**config.mk**
```make
export PLATFORM = sky130hd
export DESIGN_NAME = pcf_counter_channel
export DESIGN_NICKNAME = d
export VERILOG_FILES = /design/src/pcf_pkg.sv /design/src/pcf_sync.sv /design/src/pcf_interval_timer.sv /design/src/pcf_counter_channel.sv
export SDC_FILE = /design/constraint.sdc
export NUM_CORES = 1
export LEC_CHECK = 0
export ABC_AREA = 1
export BUFFER_PORTS_ARGS = -buffer_cell sky130_fd_sc_hd__buf_4
export CORE_MARGIN = 2
export CORE_UTILIZATION = 54
export DETAILED_ROUTE_END_ITERATION = 10
export GPL_TIMING_DRIVEN = 0
export PLACE_DENSITY = 0.8
export SLEW_MARGIN = 20
export SYNTH_ARGS = -nofsm -noshare
export SYNTH_HDL_FRONTEND = slang
export SYNTH_SLANG_ARGS = --single-unit
```
**constraint.sdc**
```tcl
create_clock -name i_clock -period 4.4 [get_ports i_clock]
set_clock_uncertainty 0.15 [all_clocks]
set_input_delay 1.1 -clock i_clock [delete_from_list [all_inputs] [get_ports i_clock]]
set_output_delay 1.1 -clock i_clock [all_outputs]
set_load 0.01 [all_outputs]
```
**src/pcf_pkg.sv**
```systemverilog
// constants and types shared by the pulse counter input filter
package pcf_pkg;

	////////////////////////////////////////////////////////////////////////////
	// clock and timebase
	localparam logic [31:0] CLOCK_PERIOD_NS = 32'h0000_0032;
	localparam logic [31:0] TICK_NS = 32'h000F_4240;
	localparam logic [31:0] TICK_CYCLES = TICK_NS / CLOCK_PERIOD_NS;

	////////////////////////////////////////////////////////////////////////////
	// widths
	localparam int TIMER_W = 23;
	localparam int HOLD_W = 16;
	localparam int PRESC_W = 14;
	localparam int INC_W = 15;
	localparam int CNT_W = 32;

	////////////////////////////////////////////////////////////////////////////
	// debounce intervals in milliseconds
	localparam logic [7:0] DEB_MS_10 = 8'h0A;
	localparam logic [7:0] DEB_MS_20 = 8'h14;
	localparam logic [7:0] DEB_MS_30 = 8'h1E;
	localparam logic [7:0] DEB_MS_50 = 8'h32;
	localparam logic [7:0] DEB_MS_70 = 8'h46;
	localparam logic [7:0] DEB_MS_100 = 8'h64;
	localparam logic [7:0] DEB_MS_150 = 8'h96;

	////////////////////////////////////////////////////////////////////////////
	// hold time unit of 0.1 s in milliseconds, and defaults
	localparam logic [6:0] HOLD_UNIT_MS = 7'h64;
	localparam logic [15:0] HOLD_DEFAULT = 16'h000A;
	localparam logic [13:0] PRESC_DEFAULT = 14'h0001;
	localparam logic [13:0] PRESC_MAX = 14'h2710;
	localparam logic signed [14:0] INC_DEFAULT = 15'sh0001;
	localparam logic signed [14:0] INC_MAX = 15'sh2710;

	////////////////////////////////////////////////////////////////////////////
	// counter type ranges and limit defaults
	localparam logic signed [31:0] LIM1_DEFAULT = 32'sh0000_0000;
	localparam logic signed [31:0] S8_MIN = 32'shFFFF_FF80;
	localparam logic signed [31:0] S8_MAX = 32'sh0000_007F;
	localparam logic signed [31:0] U8_MAX = 32'sh0000_00FF;
	localparam logic signed [31:0] S16_MIN = 32'shFFFF_8000;
	localparam logic signed [31:0] S16_MAX = 32'sh0000_7FFF;
	localparam logic signed [31:0] U16_MAX = 32'sh0000_FFFF;
	localparam logic signed [31:0] S32_MIN = 32'sh8000_0000;
	localparam logic signed [31:0] S32_MAX = 32'sh7FFF_FFFF;
	localparam logic signed [31:0] S32_LIM2_DEFAULT = 32'sh7FFE_B940;

	////////////////////////////////////////////////////////////////////////////
	// types
	typedef enum logic [2:0] {DT_S8, DT_U8, DT_S16, DT_U16, DT_S32} pcf_dtype_t;
	typedef enum logic [1:0] {EDGE_RISE, EDGE_FALL, EDGE_BOTH} pcf_edge_t;

	typedef struct packed {
		logic [2:0] debounce_sel;
		logic min_sig_en;
		logic [15:0] rise_hold;
		logic [15:0] fall_hold;
		logic adapt_en;
		pcf_edge_t edge_sel;
		logic [13:0] pulses_per_step;
		logic signed [14:0] step_inc;
		pcf_dtype_t dtype;
		logic signed [31:0] limit1;
		logic signed [31:0] limit2;
		logic limit2_dflt;
	} pcf_cfg_t;

	typedef struct packed {
		logic level;
		logic rise_event;
		logic fall_event;
		logic in_pulse;
		logic step;
		logic signed [31:0] count;
	} pcf_status_t;

endpackage

```
**src/pcf_sync.sv**
```systemverilog
// three-stage input synchroniser with agreement filter
`timescale 1ns/10ps
module pcf_sync (
	// clock and reset
	input wire logic i_clock,
	input wire logic i_rst_n,
	// raw and clean level
	input wire logic i_raw,
	output logic o_level
);
	logic meta_q;
	logic s2_q;
	logic s3_q;

	always_ff @(posedge i_clock or negedge i_rst_n) begin
		if (!i_rst_n) begin
			meta_q <= 1'b0;
			s2_q <= 1'b0;
			s3_q <= 1'b0;
		end else begin
			meta_q <= i_raw;
			s2_q <= meta_q;
			s3_q <= s2_q;
		end
	end

	// level moves only when the second and third stages agree
	always_ff @(posedge i_clock or negedge i_rst_n) begin
		if (!i_rst_n) begin
			o_level <= 1'b0;
		end else if (s2_q == s3_q) begin
			o_level <= s3_q;
		end
	end
endmodule

```
**src/pcf_interval_timer.sv**
```systemverilog
// restartable down timer counted in timebase ticks
`timescale 1ns/10ps
module pcf_interval_timer #(
	parameter int W = 23
) (
	// clock and reset
	input wire logic i_clock,
	input wire logic i_rst_n,
	// control
	input wire logic i_tick,
	input wire logic i_start,
	input wire logic [W-1:0] i_load,
	// state
	output logic o_busy,
	output logic o_expire
);
	logic [W-1:0] remain_q;

	// a start always restarts from the full load, even while busy
	always_ff @(posedge i_clock or negedge i_rst_n) begin
		if (!i_rst_n) begin
			remain_q <= '0;
			o_busy <= 1'b0;
			o_expire <= 1'b0;
		end else begin
			o_expire <= 1'b0;
			if (i_start) begin
				remain_q <= (i_load == '0) ? W'(1) : i_load;
				o_busy <= 1'b1;
			end else if (o_busy && i_tick) begin
				remain_q <= remain_q - W'(1);
				if (remain_q == W'(1)) begin
					o_busy <= 1'b0;
					o_expire <= 1'b1;
				end
			end
		end
	end
endmodule

```
**src/pcf_counter_channel.sv**
```systemverilog
// binary input channel in counter mode: filter, pulse shaping, prescaler, wrap counter
//
// Functional notes
// (RL1) debounce interval selectable: 10, 20, 30, 50, 70, 100 or 150 ms.
// (RL2) idle debounce: act on an edge at once and start the interval.
// (RL3) while debounce runs, the input is not evaluated; edges are dropped. Here a level still changed when the interval ends is reported then.
// (RL4) rising-edge hold time 1..65535 units of 0.1 s, default 10.
// (RL5) falling-edge hold time is a separate setting, same range and unit.
// (RL6) with hold time on, an edge starts its timer and reports nothing yet.
// (RL7) an edge during the hold time restarts the hold timer from zero.
// (RL8) report an edge only when its hold time ends without another edge.
// (RL9) counter type: signed/unsigned 8 bit, signed/unsigned 16 bit, signed 32 bit.
// (RL10) a step beyond the limit in counting direction loads the opposite limit.
// (RL11) a full cycle takes span plus one steps; the wrap is one step.
// (RL12) software must program two different limit values.
// (RL13) limits accepted in either order; larger and smaller found in hardware.
// (RL14) first limit defaults to zero for every type.
// (RL15) second limit default per type: 127, 255, 32767, 65535, 2147400000.
// (RL16) default mode adds exactly one per rising edge.
// (RL17) adapted mode pulses on rising, falling or both edges.
// (RL18) one counter step per N input pulses, N 1..10000, default 1.
// (RL19) each step adds a signed increment of -10000..10000, default 1.
// (RL20) increment sign sets direction: negative down, positive up.
// (RL21) while blocked, the counter takes no pulses.
// (RL22) intervals count a 1 ms tick; counter clears to first limit on reset.
`timescale 1ns/10ps
module pcf_counter_channel #(
	parameter logic [31:0] TICK_CYCLES = pcf_pkg::TICK_CYCLES
) (
	// clock and reset
	input wire logic i_clock,
	input wire logic i_rst_n,
	// contact input
	input wire logic i_contact,
	// configuration and control
	input wire pcf_pkg::pcf_cfg_t i_cfg,
	input wire logic i_block,
	input wire logic i_counter_clear,
	// status
	output pcf_pkg::pcf_status_t o_status
);

	////////////////////////////////////////////////////////////////////////////
	// synchronised contact level
	logic level;
	logic level_prev_q;

	pcf_sync u_sync (
		.i_clock(i_clock),
		.i_rst_n(i_rst_n),
		.i_raw(i_contact),
		.o_level(level)
	);

	always_ff @(posedge i_clock or negedge i_rst_n) begin
		if (!i_rst_n) begin
			level_prev_q <= 1'b0;
		end else begin
			level_prev_q <= level;
		end
	end

	////////////////////////////////////////////////////////////////////////////
	// millisecond timebase
	logic [31:0] tick_cnt_q;
	logic tick_q;

	always_ff @(posedge i_clock or negedge i_rst_n) begin
		if (!i_rst_n) begin
			tick_cnt_q <= 32'h0000_0000;
			tick_q <= 1'b0;
		end else if (tick_cnt_q >= TICK_CYCLES - 32'h0000_0001) begin
			tick_cnt_q <= 32'h0000_0000;
			tick_q <= 1'b1; // [RL22]
		end else begin
			tick_cnt_q <= tick_cnt_q + 32'h0000_0001;
			tick_q <= 1'b0;
		end
	end

	////////////////////////////////////////////////////////////////////////////
	// interval lengths in ticks
	logic [7:0] deb_ms;
	logic [15:0] hold_units;
	logic [pcf_pkg::TIMER_W-1:0] deb_ticks;
	logic [pcf_pkg::TIMER_W-1:0] hold_ticks;

	always_comb begin
		unique case (i_cfg.debounce_sel) // [RL1]
			3'h0: deb_ms = pcf_pkg::DEB_MS_10;
			3'h1: deb_ms = pcf_pkg::DEB_MS_20;
			3'h2: deb_ms = pcf_pkg::DEB_MS_30;
			3'h3: deb_ms = pcf_pkg::DEB_MS_50;
			3'h4: deb_ms = pcf_pkg::DEB_MS_70;
			3'h5: deb_ms = pcf_pkg::DEB_MS_100;
			default: deb_ms = pcf_pkg::DEB_MS_150;
		endcase
	end

	// hold time chosen by the direction of the new level
	always_comb begin
		hold_units = level ? i_cfg.rise_hold : i_cfg.fall_hold; // [RL4] [RL5]
		if (hold_units == 16'h0000) begin
			hold_units = 16'h0001;
		end
	end

	assign deb_ticks = pcf_pkg::TIMER_W'(deb_ms);
	assign hold_ticks = pcf_pkg::TIMER_W'(hold_units) * pcf_pkg::TIMER_W'(pcf_pkg::HOLD_UNIT_MS);

	////////////////////////////////////////////////////////////////////////////
	// edge filter state machine
	typedef enum logic [1:0] {FS_IDLE, FS_DEBOUNCE, FS_HOLD} pcf_filt_state_t;

	pcf_filt_state_t state_q;
	logic filt_q;
	logic rise_ev_q;
	logic fall_ev_q;
	logic tmr_start;
	logic [pcf_pkg::TIMER_W-1:0] tmr_load;
	logic tmr_busy;
	logic tmr_expire;
	logic level_changed;
	logic accept;

	assign level_changed = (level != level_prev_q);

	pcf_interval_timer #(
		.W(pcf_pkg::TIMER_W)
	) u_timer (
		.i_clock(i_clock),
		.i_rst_n(i_rst_n),
		.i_tick(tick_q),
		.i_start(tmr_start),
		.i_load(tmr_load),
		.o_busy(tmr_busy),
		.o_expire(tmr_expire)
	);

	always_comb begin
		tmr_start = 1'b0;
		tmr_load = deb_ticks;
		accept = 1'b0;
		unique case (state_q)
			FS_IDLE: begin
				if (!i_cfg.min_sig_en && level != filt_q) begin
					accept = 1'b1; // [RL2]
					tmr_start = 1'b1;
				end else if (i_cfg.min_sig_en && level_changed) begin
					tmr_start = 1'b1; // [RL6]
					tmr_load = hold_ticks;
				end
			end
			FS_DEBOUNCE: begin
				accept = 1'b0; // [RL3]
			end
			FS_HOLD: begin
				if (level_changed) begin
					tmr_start = 1'b1; // [RL7]
					tmr_load = hold_ticks;
				end else if (tmr_expire && level != filt_q) begin
					accept = 1'b1; // [RL8]
				end
			end
		endcase
	end

	always_ff @(posedge i_clock or negedge i_rst_n) begin
		if (!i_rst_n) begin
			state_q <= FS_IDLE;
		end else begin
			unique case (state_q)
				FS_IDLE: begin
					if (tmr_start) begin
						state_q <= i_cfg.min_sig_en ? FS_HOLD : FS_DEBOUNCE;
					end
				end
				FS_DEBOUNCE: begin
					if (!tmr_busy) begin
						state_q <= FS_IDLE; // [RL3]
					end
				end
				FS_HOLD: begin
					if (!tmr_start && (tmr_expire || !tmr_busy)) begin
						state_q <= FS_IDLE; // [RL8]
					end
				end
			endcase
		end
	end

	always_ff @(posedge i_clock or negedge i_rst_n) begin
		if (!i_rst_n) begin
			filt_q <= 1'b0;
			rise_ev_q <= 1'b0;
			fall_ev_q <= 1'b0;
		end else begin
			rise_ev_q <= accept && level;
			fall_ev_q <= accept && !level;
			if (accept) begin
				filt_q <= level;
			end
		end
	end

	////////////////////////////////////////////////////////////////////////////
	// input pulse shaping
	logic pulse;
	logic pulse_q;

	always_comb begin
		if (!i_cfg.adapt_en) begin
			pulse = rise_ev_q; // [RL16]
		end else begin
			unique case (i_cfg.edge_sel) // [RL17]
				pcf_pkg::EDGE_RISE: pulse = rise_ev_q;
				pcf_pkg::EDGE_FALL: pulse = fall_ev_q;
				pcf_pkg::EDGE_BOTH: pulse = rise_ev_q || fall_ev_q;
				default: pulse = 1'b0;
			endcase
		end
		if (i_block) begin
			pulse = 1'b0; // [RL21]
		end
	end

	always_ff @(posedge i_clock or negedge i_rst_n) begin
		if (!i_rst_n) begin
			pulse_q <= 1'b0;
		end else begin
			pulse_q <= pulse;
		end
	end

	////////////////////////////////////////////////////////////////////////////
	// prescaler
	logic [pcf_pkg::PRESC_W-1:0] presc_q;
	logic [pcf_pkg::PRESC_W-1:0] presc_n;
	logic step;
	logic step_q;

	always_comb begin
		presc_n = i_cfg.adapt_en ? i_cfg.pulses_per_step : pcf_pkg::PRESC_DEFAULT;
		if (presc_n == '0) begin
			presc_n = pcf_pkg::PRESC_DEFAULT;
		end else if (presc_n > pcf_pkg::PRESC_MAX) begin
			presc_n = pcf_pkg::PRESC_MAX;
		end
	end

	assign step = pulse && (presc_q + pcf_pkg::PRESC_W'(1) >= presc_n); // [RL18]

	always_ff @(posedge i_clock or negedge i_rst_n) begin
		if (!i_rst_n) begin
			presc_q <= '0;
			step_q <= 1'b0;
		end else begin
			step_q <= step;
			if (i_counter_clear) begin
				presc_q <= '0;
			end else if (step) begin
				presc_q <= '0; // [RL18]
			end else if (pulse) begin
				presc_q <= presc_q + pcf_pkg::PRESC_W'(1);
			end
		end
	end

	////////////////////////////////////////////////////////////////////////////
	// limits: type range, default, ordering
	logic signed [31:0] type_min;
	logic signed [31:0] type_max;
	logic signed [31:0] lim2_dflt;
	logic signed [31:0] lim2;
	logic signed [31:0] lim_hi;
	logic signed [31:0] lim_lo;

	always_comb begin
		unique case (i_cfg.dtype) // [RL9]
			pcf_pkg::DT_S8: begin
				type_min = pcf_pkg::S8_MIN;
				type_max = pcf_pkg::S8_MAX;
				lim2_dflt = pcf_pkg::S8_MAX; // [RL15]
			end
			pcf_pkg::DT_U8: begin
				type_min = pcf_pkg::LIM1_DEFAULT;
				type_max = pcf_pkg::U8_MAX;
				lim2_dflt = pcf_pkg::U8_MAX; // [RL15]
			end
			pcf_pkg::DT_S16: begin
				type_min = pcf_pkg::S16_MIN;
				type_max = pcf_pkg::S16_MAX;
				lim2_dflt = pcf_pkg::S16_MAX; // [RL15]
			end
			pcf_pkg::DT_U16: begin
				type_min = pcf_pkg::LIM1_DEFAULT;
				type_max = pcf_pkg::U16_MAX;
				lim2_dflt = pcf_pkg::U16_MAX; // [RL15]
			end
			default: begin
				type_min = pcf_pkg::S32_MIN;
				type_max = pcf_pkg::S32_MAX;
				lim2_dflt = pcf_pkg::S32_LIM2_DEFAULT; // [RL15]
			end
		endcase
	end

	// equal limits are left to software and give a counter stuck at that value
	always_comb begin
		lim2 = i_cfg.limit2_dflt ? lim2_dflt : i_cfg.limit2;
		if (i_cfg.limit1 > lim2) begin
			lim_hi = i_cfg.limit1; // [RL13] [RL12]
			lim_lo = lim2;
		end else begin
			lim_hi = lim2;
			lim_lo = i_cfg.limit1;
		end
		if (lim_hi > type_max) begin
			lim_hi = type_max; // [RL9]
		end
		if (lim_lo < type_min) begin
			lim_lo = type_min;
		end
	end

	////////////////////////////////////////////////////////////////////////////
	// main counter with circular wrap
	logic signed [31:0] count_q;
	logic signed [14:0] inc;
	logic signed [33:0] sum;
	logic init_q;

	always_comb begin
		inc = i_cfg.adapt_en ? i_cfg.step_inc : pcf_pkg::INC_DEFAULT;
		if (inc > pcf_pkg::INC_MAX) begin
			inc = pcf_pkg::INC_MAX;
		end else if (inc < -pcf_pkg::INC_MAX) begin
			inc = -pcf_pkg::INC_MAX;
		end
	end

	assign sum = 34'(count_q) + 34'(inc); // [RL19]

	always_ff @(posedge i_clock or negedge i_rst_n) begin
		if (!i_rst_n) begin
			init_q <= 1'b0;
		end else begin
			init_q <= 1'b1;
		end
	end

	always_ff @(posedge i_clock or negedge i_rst_n) begin
		if (!i_rst_n) begin
			count_q <= pcf_pkg::LIM1_DEFAULT; // [RL14]
		end else if (!init_q || i_counter_clear) begin
			count_q <= i_cfg.limit1; // [RL22]
		end else if (step) begin
			if (inc > 15'sh0000 && sum > 34'(lim_hi)) begin
				count_q <= lim_lo; // [RL10] [RL11] [RL20]
			end else if (inc < 15'sh0000 && sum < 34'(lim_lo)) begin
				count_q <= lim_hi; // [RL10] [RL11] [RL20]
			end else begin
				count_q <= 32'(sum);
			end
		end
	end

	////////////////////////////////////////////////////////////////////////////
	// status outputs
	assign o_status.level = filt_q;
	assign o_status.rise_event = rise_ev_q;
	assign o_status.fall_event = fall_ev_q;
	assign o_status.in_pulse = pulse_q;
	assign o_status.step = step_q;
	assign o_status.count = count_q;

endmodule

```
* Word-level counts from Yosys, hierarchy flattened
Cells that the tools add are included.
Storage, ports and cells: word-level logic and storage cells 142, bits in registers 117, input port bits 141
Operators by class: add/sub/neg operators 4, multiplexer cells 55, multiply operators 1, equality and inequality tests 19, magnitude comparators 12, reductions and logical operators 32
Operators by type and width (number):
- 32-bit 2-to-1 mux | 10
- 31-bit one-hot mux with 4 select lines | 2
- 23-bit 2-to-1 mux | 6
- 32-bit one-hot mux with 3 select lines | 1
- 14-bit 2-to-1 mux | 6
- 32-bit greater-than comparator | 2
- 8-bit one-hot mux with 6 select lines | 1
- 23-bit one-hot mux with 2 select lines | 1
- 15-bit 2-to-1 mux | 3
- 32-bit by 15-bit adder with 33-bit output | 1
- 33-bit by 32-bit greater-than comparator with 1-bit output | 1
- 33-bit by 32-bit < comparator with 1-bit output | 1
- 32-bit by 1-bit adder with 32-bit output, second input constant | 1
- 32-bit by 15-bit >= comparator with 1-bit output, second input constant | 1
- 32-bit < comparator | 1
- 16-bit 2-to-1 mux | 2
- 23-bit by 1-bit equality test with 1-bit output, second input constant | 1
- 23-bit logical NOT | 1
- 23-bit by 1-bit subtractor with 23-bit output, second input constant | 1
- 16-bit by 5-bit multiplier with 21-bit output, second input constant | 1
- 16-bit logical NOT | 1
- 15-bit by 1-bit greater-than comparator with 1-bit output, second input constant | 1
- 15-bit greater-than comparator, second input constant | 1
- 15-bit by 1-bit < comparator with 1-bit output, second input constant | 1
- 28 further kinds | 75

* Depth between registers and ports, before layout
Gate-level depths: netlist (run 1).
depth in word-level cells 13, mapped depth 60

* Cells and area by module
Synthesis (run 1) repeated with hierarchy kept, for this count alone.
Second synthesis, totals: cell total of the unflattened synthesis 2421, area, all modules 15822.7 um^2
Modules (own cells, without submodules):
- pcf_counter_channel | sequential area each 2202.1 um^2, area each 13855.8 um^2, cells an instance 2137, times used 1
- pcf_interval_timer | sequential area each 625.6 um^2, area each 1850.5 um^2, cells an instance 276, times used 1
- pcf_sync | sequential area each 100.1 um^2, area each 116.4 um^2, cells an instance 8, times used 1

* Worst setup path after synthesis (run 1)
No wires, ideal clock.
path type input port to flip-flop, start input i_cfg[99] (netlist bit), end register count_q[23], arrival time 7.241 ns, slack -3.107 ns, path buffers 4, library setup time 0.116 ns, cell stages on the path 42, required time 4.134 ns, cells stage by stage buf_2 -> clkbuf_1 -> buf_1 -> o21ai_0 -> a311oi_1 -> o21bai_1 -> ha_1 -> inv_1 -> nand2_1 -> nor2_1 -> ha_1 -> inv_1 -> fa_1 -> o21ai_1 -> nand2_1 -> nand2_1 -> a21oi_1 -> o21bai_1 -> (+6 left out) -> nand3_1 -> nand2_1 -> a21oi_1 -> xnor2_1 -> ha_1 -> nand4_1 -> nor3_1 -> nor4b_1 -> nand2_1 -> nor4_1 -> nand2_1 -> nand3_2 -> buf_2 -> nand4_1 -> nand3_1 -> nand2_1 -> nand2_1 -> nand2_1
Between the ends: word-level cells in the longest chain between the ends 11, elaborated cells between the ends (all ways) 26, those cells by class add/sub: 1; order compare: 8; mux: 12; reduce/logical: 5
RTL lines:
- start, declared | RTL line pcf_counter_channel.sv:36 | input wire pcf_pkg::pcf_cfg_t i_cfg,
- 15-bit 2-to-1 mux | RTL line pcf_counter_channel.sv:334 | inc = i_cfg.adapt_en ? i_cfg.step_inc : pcf_pkg::INC_DEFAULT;
- 15-bit < comparator | RTL line pcf_counter_channel.sv:337 | end else if (inc < -pcf_pkg::INC_MAX) begin
- 15-bit 2-to-1 mux | RTL line pcf_counter_channel.sv:337
- 15-bit 2-to-1 mux | RTL line pcf_counter_channel.sv:335 | if (inc > pcf_pkg::INC_MAX) begin
- 32-bit by 15-bit adder with 33-bit output | RTL line pcf_counter_channel.sv:342 | assign sum = 34'(count_q) + 34'(inc);
- 33-bit by 32-bit < comparator with 1-bit output | RTL line pcf_counter_channel.sv:360 | end else if (inc < 15'sh0000 && sum < 34'(lim_lo)) begin
- 1-bit logical AND | RTL line pcf_counter_channel.sv:360
- 32-bit 2-to-1 mux | RTL line pcf_counter_channel.sv:360
- 32-bit 2-to-1 mux | RTL line pcf_counter_channel.sv:358 | if (inc > 15'sh0000 && sum > 34'(lim_hi)) begin
- 32-bit 2-to-1 mux | RTL line pcf_counter_channel.sv:357 | end else if (step) begin
- 32-bit 2-to-1 mux | RTL line pcf_counter_channel.sv:355 | end else if (!init_q || i_counter_clear) begin
- end signal, assigned | RTL line pcf_counter_channel.sv:356 | count_q <= i_cfg.limit1;
- end signal, assigned | RTL line pcf_counter_channel.sv:359 | count_q <= lim_lo;
- end signal, assigned | RTL line pcf_counter_channel.sv:361 | count_q <= lim_hi;
- end, declared | RTL line pcf_counter_channel.sv:328 | logic signed [31:0] count_q;
Several ways; a longest one is shown, not always the timed one. The select of a mux whose other input is x is not followed. A chain may end at the register's enable or synchronous reset.

* Worst setup path after layout (run 1)
start input i_cfg[0] (netlist bit), end register count_q[31]
Between the ends: word-level cells in the longest chain between the ends 11, elaborated cells between the ends (all ways) 16, those cells by class order compare: 5; mux: 9; reduce/logical: 2
RTL lines:
- 32-bit 2-to-1 mux * | RTL line pcf_counter_channel.sv:310 | lim2 = i_cfg.limit2_dflt ? lim2_dflt : i_cfg.limit2;
- 32-bit greater-than comparator | RTL line pcf_counter_channel.sv:311 | if (i_cfg.limit1 > lim2) begin
- 32-bit 2-to-1 mux | RTL line pcf_counter_channel.sv:311
- 32-bit < comparator | RTL line pcf_counter_channel.sv:321 | if (lim_lo < type_min) begin
- 32-bit 2-to-1 mux | RTL line pcf_counter_channel.sv:321
- 33-bit by 32-bit < comparator with 1-bit output | RTL line pcf_counter_channel.sv:360
- 1-bit logical AND | RTL line pcf_counter_channel.sv:360
- 32-bit 2-to-1 mux | RTL line pcf_counter_channel.sv:360
- 32-bit 2-to-1 mux * | RTL line pcf_counter_channel.sv:358
- 32-bit 2-to-1 mux * | RTL line pcf_counter_channel.sv:357
- 32-bit 2-to-1 mux * | RTL line pcf_counter_channel.sv:355
Every way passes the cells marked *; elsewhere a longest branch is shown, timed or not. The select of a mux whose other input is x is not followed.

==> impl_results.md, run 1 <==
- Clock-pin slew on the worst setup and hold paths: 0.06 ns
- Yosys top cell area share: 0.200
- Vias per cell: 5.86
- Cell Area, Synth: 15600 sq um
- WL/cell: 17.9 um
- Clock Sinks: 117
- Most used cell, CP: nand2_1
- Crit path arrival time: 8.36 ns
- Crit path time final: 8.15 ns
- Syn avg cell area: 6.53 sq um
- Worst Hold Launch: u_sync.meta_q
- Storage cell area: 2930 sq um
- Layout area overhead: 40.1%
- Sequential area share after synthesis: 0.187
- Number of synthesized flops with an enable pin: 0
- Rows: 62
- Htree depth: 4
- Top cells by area, synth: ha_1 20%, dfrtp_1 19%, nand2_1 14%
- Die area: 30300 sq um
- Core Region: 28600 sq um
- FF-to-FF Start: count_q[3]
- Final Hold Viols: 0
- Slowest CP cell: o211ai_1
- ANT cells: 0
- Maximum vdd drop: 0.439 mV
- Slew of the pin with the lowest slew margin: 0.903 ns
- Cell variety after synth: 59
- Multi-input gate area: 13000 sq um
- Grt ovf: 0
- Placed Area: 17900 sq um
- Post-synthesis register bit count: 117
- Ys Warns: 0
- FILL cells: 2010
- Pre-antenna DRT Iters: 8
- CP Launch Type: input port
- Post-synth top area cell: ha_1
- IO Pins: 178
- Final std cell area, no fill: 21900 sq um
- Slew margin rel.: 0.398
- Failing checks: negative setup slack
- Nets@finish: 3171
- Total GRT Usage: 0.344
- Setup Viol. Count Final: 35
- CP Max Fanout: 11
- Max Cap Viol: 0
- IO buf count: 176
- Final TNS setup: -116.37 ns
- RePlAce Congestion: 0.976
- Wirelength, routed: 56500 um
- RSZ-0062 raised after global routing: true
- Req. time, crit path: 4.61 ns
- P per Cell Area: 572 nW/um^2
- Main synth FF type: dfrtp_1
- Maximum number of pins on one net before global-route repair: 63
- Status: finished with violations
- Root Buffer: clkbuf_16
- Final slew viol count: 0
- Worst setup margin: -3.75 ns
- CTS max path bufs: 2
- Detail Placement HPWL: 39700 um
- Chip width: 174 um
- Most frequent cell after synthesis: nand2_1
- Number of global-route vias before repair: 17600
- CTS Buf Count: 17
- Initial antenna violation count: 0
- Max Clock Freq: 0.123 GHz
- CP Capture Type: flop
- Critical setup path kind: input port to flop
- Drc violations: 0
- CP startpoint: i_cfg[0]
- First-pass GRT wire length: 85200 um
- Part of the cycle the worst path needs: 1.85
- Worst slack, placed: -4.93 ns
- Initial DRC count: 2027
- Async set-or-reset flop fraction in the synthesized netlist: 1.00
- CTS tree: done
- Detailed-route via count: 18600
- Die Height: 174 um
- Post-synth top cells: 563 x nand2_1, 346 x inv_1, 250 x ha_1
- Layout cell share with drive strength beyond 1: 0.283
- Leak Pwr: 11.2 nW
- HP Class: flop to flop
- Initial Util: 0.547
- Worst-Skew Late Latency: 0.43 ns
- Synth Instances: 2395
- Antenna Nets Post-Route: 0
- CP max stage delay: 0.34 ns
==> per-stage QoR <==
step	hold WS, ns	std cells	util	total power [W]
2_1_floorplan	0.181	2411	-	0.00645
3_3_place_gp	0.187	2971	0.625	0.00812
3_5_place_dp	0.186	2972	0.626	0.00831
4_1_cts	0.199	3115	0.716	0.0111
5_1_grt	0.217	3165	0.766	0.0134
6_report	0.197	3165	0.766	0.0125
==> cells in the final DEF (no fill, tap or decap), drive strengths merged, types with 3 or more instances in the layout <==
| master | count |
|---|---|
| nor2 | 226 |
| o21a | 9 |
| o211ai | 8 |
| or2 | 14 |
| clkinvlp | 5 |
| o21bai | 9 |
| o22ai | 11 |
| o221ai | 5 |
| buf | 364 |
| fa | 12 |
| a21boi | 4 |
| nand4 | 65 |
| clkbuf | 65 |
| ha | 250 |
| nand2 | 582 |
| nor3b | 4 |
| clkinv | 5 |
| nand3 | 88 |
| nor3 | 31 |
| xnor2 | 9 |
| xor2 | 35 |
| a21o | 6 |
| dfrtp | 117 |
| o2111ai | 9 |
| a21oi | 159 |
| conb | 18 |
| a31oi | 26 |
| a211oi | 8 |
| a2111oi | 3 |
| nand3b | 3 |
| inv | 352 |
| o21ai | 236 |
| o31ai | 3 |
| nor4 | 23 |
==> power breakdown <==
group          leakage (nW)  internal [W]  switching (W)
logic                  9.48       0.00398        0.00563
clock network         0.281      0.000856       0.000551
registers              1.46       0.00129       0.000240
==> what timing repair did <==
| item | CTS | global route |
|---|---|---|
| cloned | 9 | 5 |
| endpoints found under the setup margin | 61 | 56 |
| resized for setup | 265 | 260 |
| hold buffers | 0 | 0 |
| setup buffers | 102 | 47 |
| pin swaps | 107 | 118 |
==> logic make-up after synthesis <==
| family | count (synthesis) | synth area share |
|---|---|---|
| other cells | 2 | 0.000480 |
| xor+xnor | 44 | 0.0246 |
| flops | 117 | 0.187 |
| compound gates | 504 | 0.178 |
| buf+inv | 424 | 0.108 |
| fa+ha+maj | 263 | 0.216 |
| mux | 1 | 0.000640 |
| simple gates | 1040 | 0.285 |
==> worst paths after layout <==
| kind | end | slack, ns | cells past startpoint |
|---|---|---|---|
| min in group asynchronous | presc_q[11] | 0.50 | 1 |
| max reg2reg | count_q[12] | -1.53 | 38 |
| max | count_q[31] | -3.75 | 56 |
| max in group asynchronous | u_timer.remain_q[21] | 2.86 | 2 |
| min reg2reg | u_sync.s2_q | 0.20 | 0 |
| min | u_sync.s2_q | 0.20 | 0 |
==> layout make-up <==
cell class	count	area share
flip-flops and latches	117	0.134
clock buffers	19	0.0202
repair inverters	2	0.000571
multi-input cells	1870	0.593
clock inverters	13	0.00662
repair buffers	336	0.126
well taps	384	0.0219
plain buffers	75	0.0371
inverters	349	0.0613
==> worst max-delay path, delay by kind of cell <==
family / cells / cell delay [ns]
buffers and inverters: 14 / 1.83
AO/OA/AOI/OAI: 10 / 1.45
AND/OR/NAND/NOR: 29 / 3.00
adder cells (fa/ha/maj): 3 / 0.94
==> per-layer routing <==
metal	global-route usage	routed length (um)
met1	0.446	23200
met2	0.591	26700
met3	0.0512	4670
met4	0.107	1970
met5	0	0
==> state kept, by name, indices dropped and copies added, names as in the netlist, 2 cells and up <==
name,count
count_q,32
presc_q,14
state_q,2
tick_cnt_q,32
u_timer.remain_q,23
(Power assumes the default switching activity.)
==> inputs of run 2 (changes only) <==
--- a/config.mk
+++ b/config.mk
@@ -11,7 +11,7 @@
 export CORE_UTILIZATION = 54
 export DETAILED_ROUTE_END_ITERATION = 10
 export GPL_TIMING_DRIVEN = 0
-export PLACE_DENSITY = 0.8
+export PLACE_DENSITY = 0.75
 export SLEW_MARGIN = 20
 export SYNTH_ARGS = -nofsm -noshare
 export SYNTH_HDL_FRONTEND = slang
==> impl_results.md, run 2 (synthesis results as in run 1) <==
- Post-CTS Hold Fix Bufs: 0 (unchanged)
- Worst-Skew Late Latency: 0.42 ns (about the same)
- Detail Placement HPWL: 39600 um (-0.18%)
- Wirelength, routed: 58300 um (+3.1%)
- Worst hold path depth: 0 (unchanged)
- Worst Hold Launch: u_sync.meta_q
- Status: finished with violations
- Initial Util: 0.547 (unchanged)
- FF-to-FF path depth: 34 (-11%)
- ANT cells: 0 (unchanged)
- Commonest non-fill, non-tap cell in the layout: nand2_1
- Root Buffer: clkbuf_16
- Final slew viol count: 0 (unchanged)
- Final Hold Viols: 0 (unchanged)
- WP buf/inv: 12 (-2)
- CP Max Fanout: 7 (-4)
- Maximum vdd drop: 0.438 mV (-0.23%)
- Hold EP: u_sync.s2_q
- CTS tree: done
- Critical path's top delay family: simple AND/OR/NAND/NOR gates
- HP Class: flop to flop
- Leak Pwr: 11.2 nW (about the same)
- Initial DRC count: 1799 (-11%)
- Crit path time final: 8.29 ns (+0.135 ns)
- Max Cap Viol: 0 (unchanged)
- Clock-pin slew on the worst setup and hold paths: 0.07 ns (about the same)
- Flop2flop setup slack: -1.58 ns (-0.05 ns)
- Final Util: 0.777 (+0.0118)
- Largest registers: count_q: 32 flops, tick_cnt_q: 32 flops, u_timer.remain_q: 23 flops
- FF-to-FF Start: count_q[0]
- Layout cell share with drive strength beyond 1: 0.297 (+0.0145)
- CP Capture Type: flop
- Req. time, crit path: 4.57 ns (-0.04 ns)
- First-pass GRT wire length: 84200 um (-1.2%)
- CTS max path bufs: 2 (unchanged)
- Number of global-route vias before repair: 17100 (-3.0%)
- RePlAce Congestion: 0.965 (-1.2%)
- CP Launch Type: input port
- Initial antenna violation count: 0 (unchanged)
- Drc violations: 0 (unchanged)
- Detailed-route via count: 18600 (+0.33%)
- Crit path arrival time: 8.45 ns (+0.09 ns)
- WP depth: 52 (-7.1%)
- Max Clock Freq: 0.121 GHz (-1.6%)
- Grt ovf: 0 (unchanged)
- Slew of the pin with the lowest slew margin: 0.928 ns (+0.0256 ns)
- Nets@finish: 3150 (-0.66%)
- Die area: 30300 sq um (unchanged)
- Layout area overhead: 42.3%
- Htree depth: 4 (unchanged)
- WL/cell: 18.5 um (+3.8%)
- P per Cell Area: 571 nW/um^2 (-0.27%)
- Failing checks: negative setup slack
- Worst r2r dst: count_q[9]
- CTS Buf Count: 17 (unchanged)
- Slowest CP cell: o211ai_1
- Chip width: 174 um (unchanged)
- Worst slack, placed: -4.99 ns (-0.0648 ns)
- Part of the cycle the worst path needs: 1.88 (+0.0307)
- CP max stage delay: 0.38 ns (+0.04 ns)
- RSZ-0062 raised after global routing: true
- Core Region: 28600 sq um (unchanged)
- IO buf count: 176 (unchanged)
- Clock Sinks: 117 (unchanged)
- Most used cell, CP: nand2_1
- Total GRT Usage: 0.338 (-0.00592)
- Maximum number of pins on one net before global-route repair: 72 (+14%)
- Vias per cell: 5.92 (+1.0%)
- Worst setup margin: -3.89 ns (-0.135 ns)
- Critical setup path kind: input port to flop
- Rows: 62 (unchanged)
- Antenna Nets Post-Route: 0 (unchanged)
- Most frequent cells in the layout: 469 x nand2_1, 319 x inv_1, 290 x buf_4, 200 x ha_1, 199 x nor2_1
- Slew margin rel.: 0.381 (-0.0170)
- IO Pins: 178 (unchanged)
- Setup Viol. Count Final: 53 (+51%)
- Pre-antenna DRT Iters: 9 (+1)
- Die Height: 174 um (unchanged)
## run 2: cell types whose count changed in the layout (fill, tap and decap cells not counted), sizes merged
cell	previous run	this run
buf	364	346
clkbuf	65	61
clkinv	5	7
bufbuf	1	0
clkinvlp	5	4
inv	352	353
## run 2: worst register-to-register path: cells and delay by family, from the launching register on
family                   cells  cell delay [ns]
XOR/XNOR                     1             0.17
AO/OA/AOI/OAI                8             1.19
flip-flops                   1             0.41
AND/OR/NAND/NOR             19             2.58
adder cells (fa/ha/maj)      3             0.95
buffers and inverters        3             0.44
## run 2: layout make-up
class | count | area [sq um]
Clock inverter | 15 | 190
Buffer | 74 | 779
Multi-Input combinational cell | 1870 | 13400
Tap cell | 384 | 480
Fill cell | 2071 | 6370
Inverter | 349 | 1350
Sequential cell | 117 | 2930
Timing Repair inverter | 2 | 13.8
Timing Repair Buffer | 316 | 2670
Clock buffer | 17 | 425
## run 2: worst max path at each step
stage | startpoint | to | slack, ns
after global placement | i_cfg[0] | count_q[4] | -4.93
after global routing | i_cfg[0] | count_q[9] | -3.92
after floorplan | i_cfg[67] | count_q[6] | -2.49
after CTS | i_cfg[0] | count_q[12] | -3.26
after detailed placement | i_cfg[0] | count_q[4] | -4.99
final | i_cfg[0] | count_q[1] | -3.89
## run 2: what timing repair did
| item | in CTS | in global routing |
|---|---|---|
| pin swaps | 107 | 159 |
| resized for setup | 256 | 339 |
| cloned | 8 | 7 |
| setup endpoints to repair | 59 | 56 |
| buffers inserted | 70 | 56 |
## run 2: power breakdown
| group | switching [W] | internal [W] | total, W |
|---|---|---|---|
| registers | 0.000226 | 0.00129 | 0.00152 |
| clock network | 0.000584 | 0.000863 | 0.00145 |
| logic | 0.00578 | 0.00396 | 0.00974 |
| total | 0.00659 | 0.00611 | 0.0127 |
## run 2: per-layer routing
metal	part of all wire	GRT usage	up-vias
li1	-	-	8737
met2	0.46	0.567	997
met4	0.042	0.0893	0
met3	0.089	0.0534	242
met5	0	0	-
met1	0.40	0.453	8640
## run 2: per-stage QoR
step	TNS [ns]	hold slack [ns]	instance area, sq um	instances	power [W]
floorplan	-80.06	0.181	16100	2411	0.00645
finish	-127.55	0.199	22300	3144	0.0127
global placement	-168.05	0.184	17900	2971	0.00814
CTS	-103.70	0.199	20100	3082	0.0109
detailed placement	-171.07	0.186	17900	2972	0.00832
global route	-132.89	0.215	22300	3144	0.0136
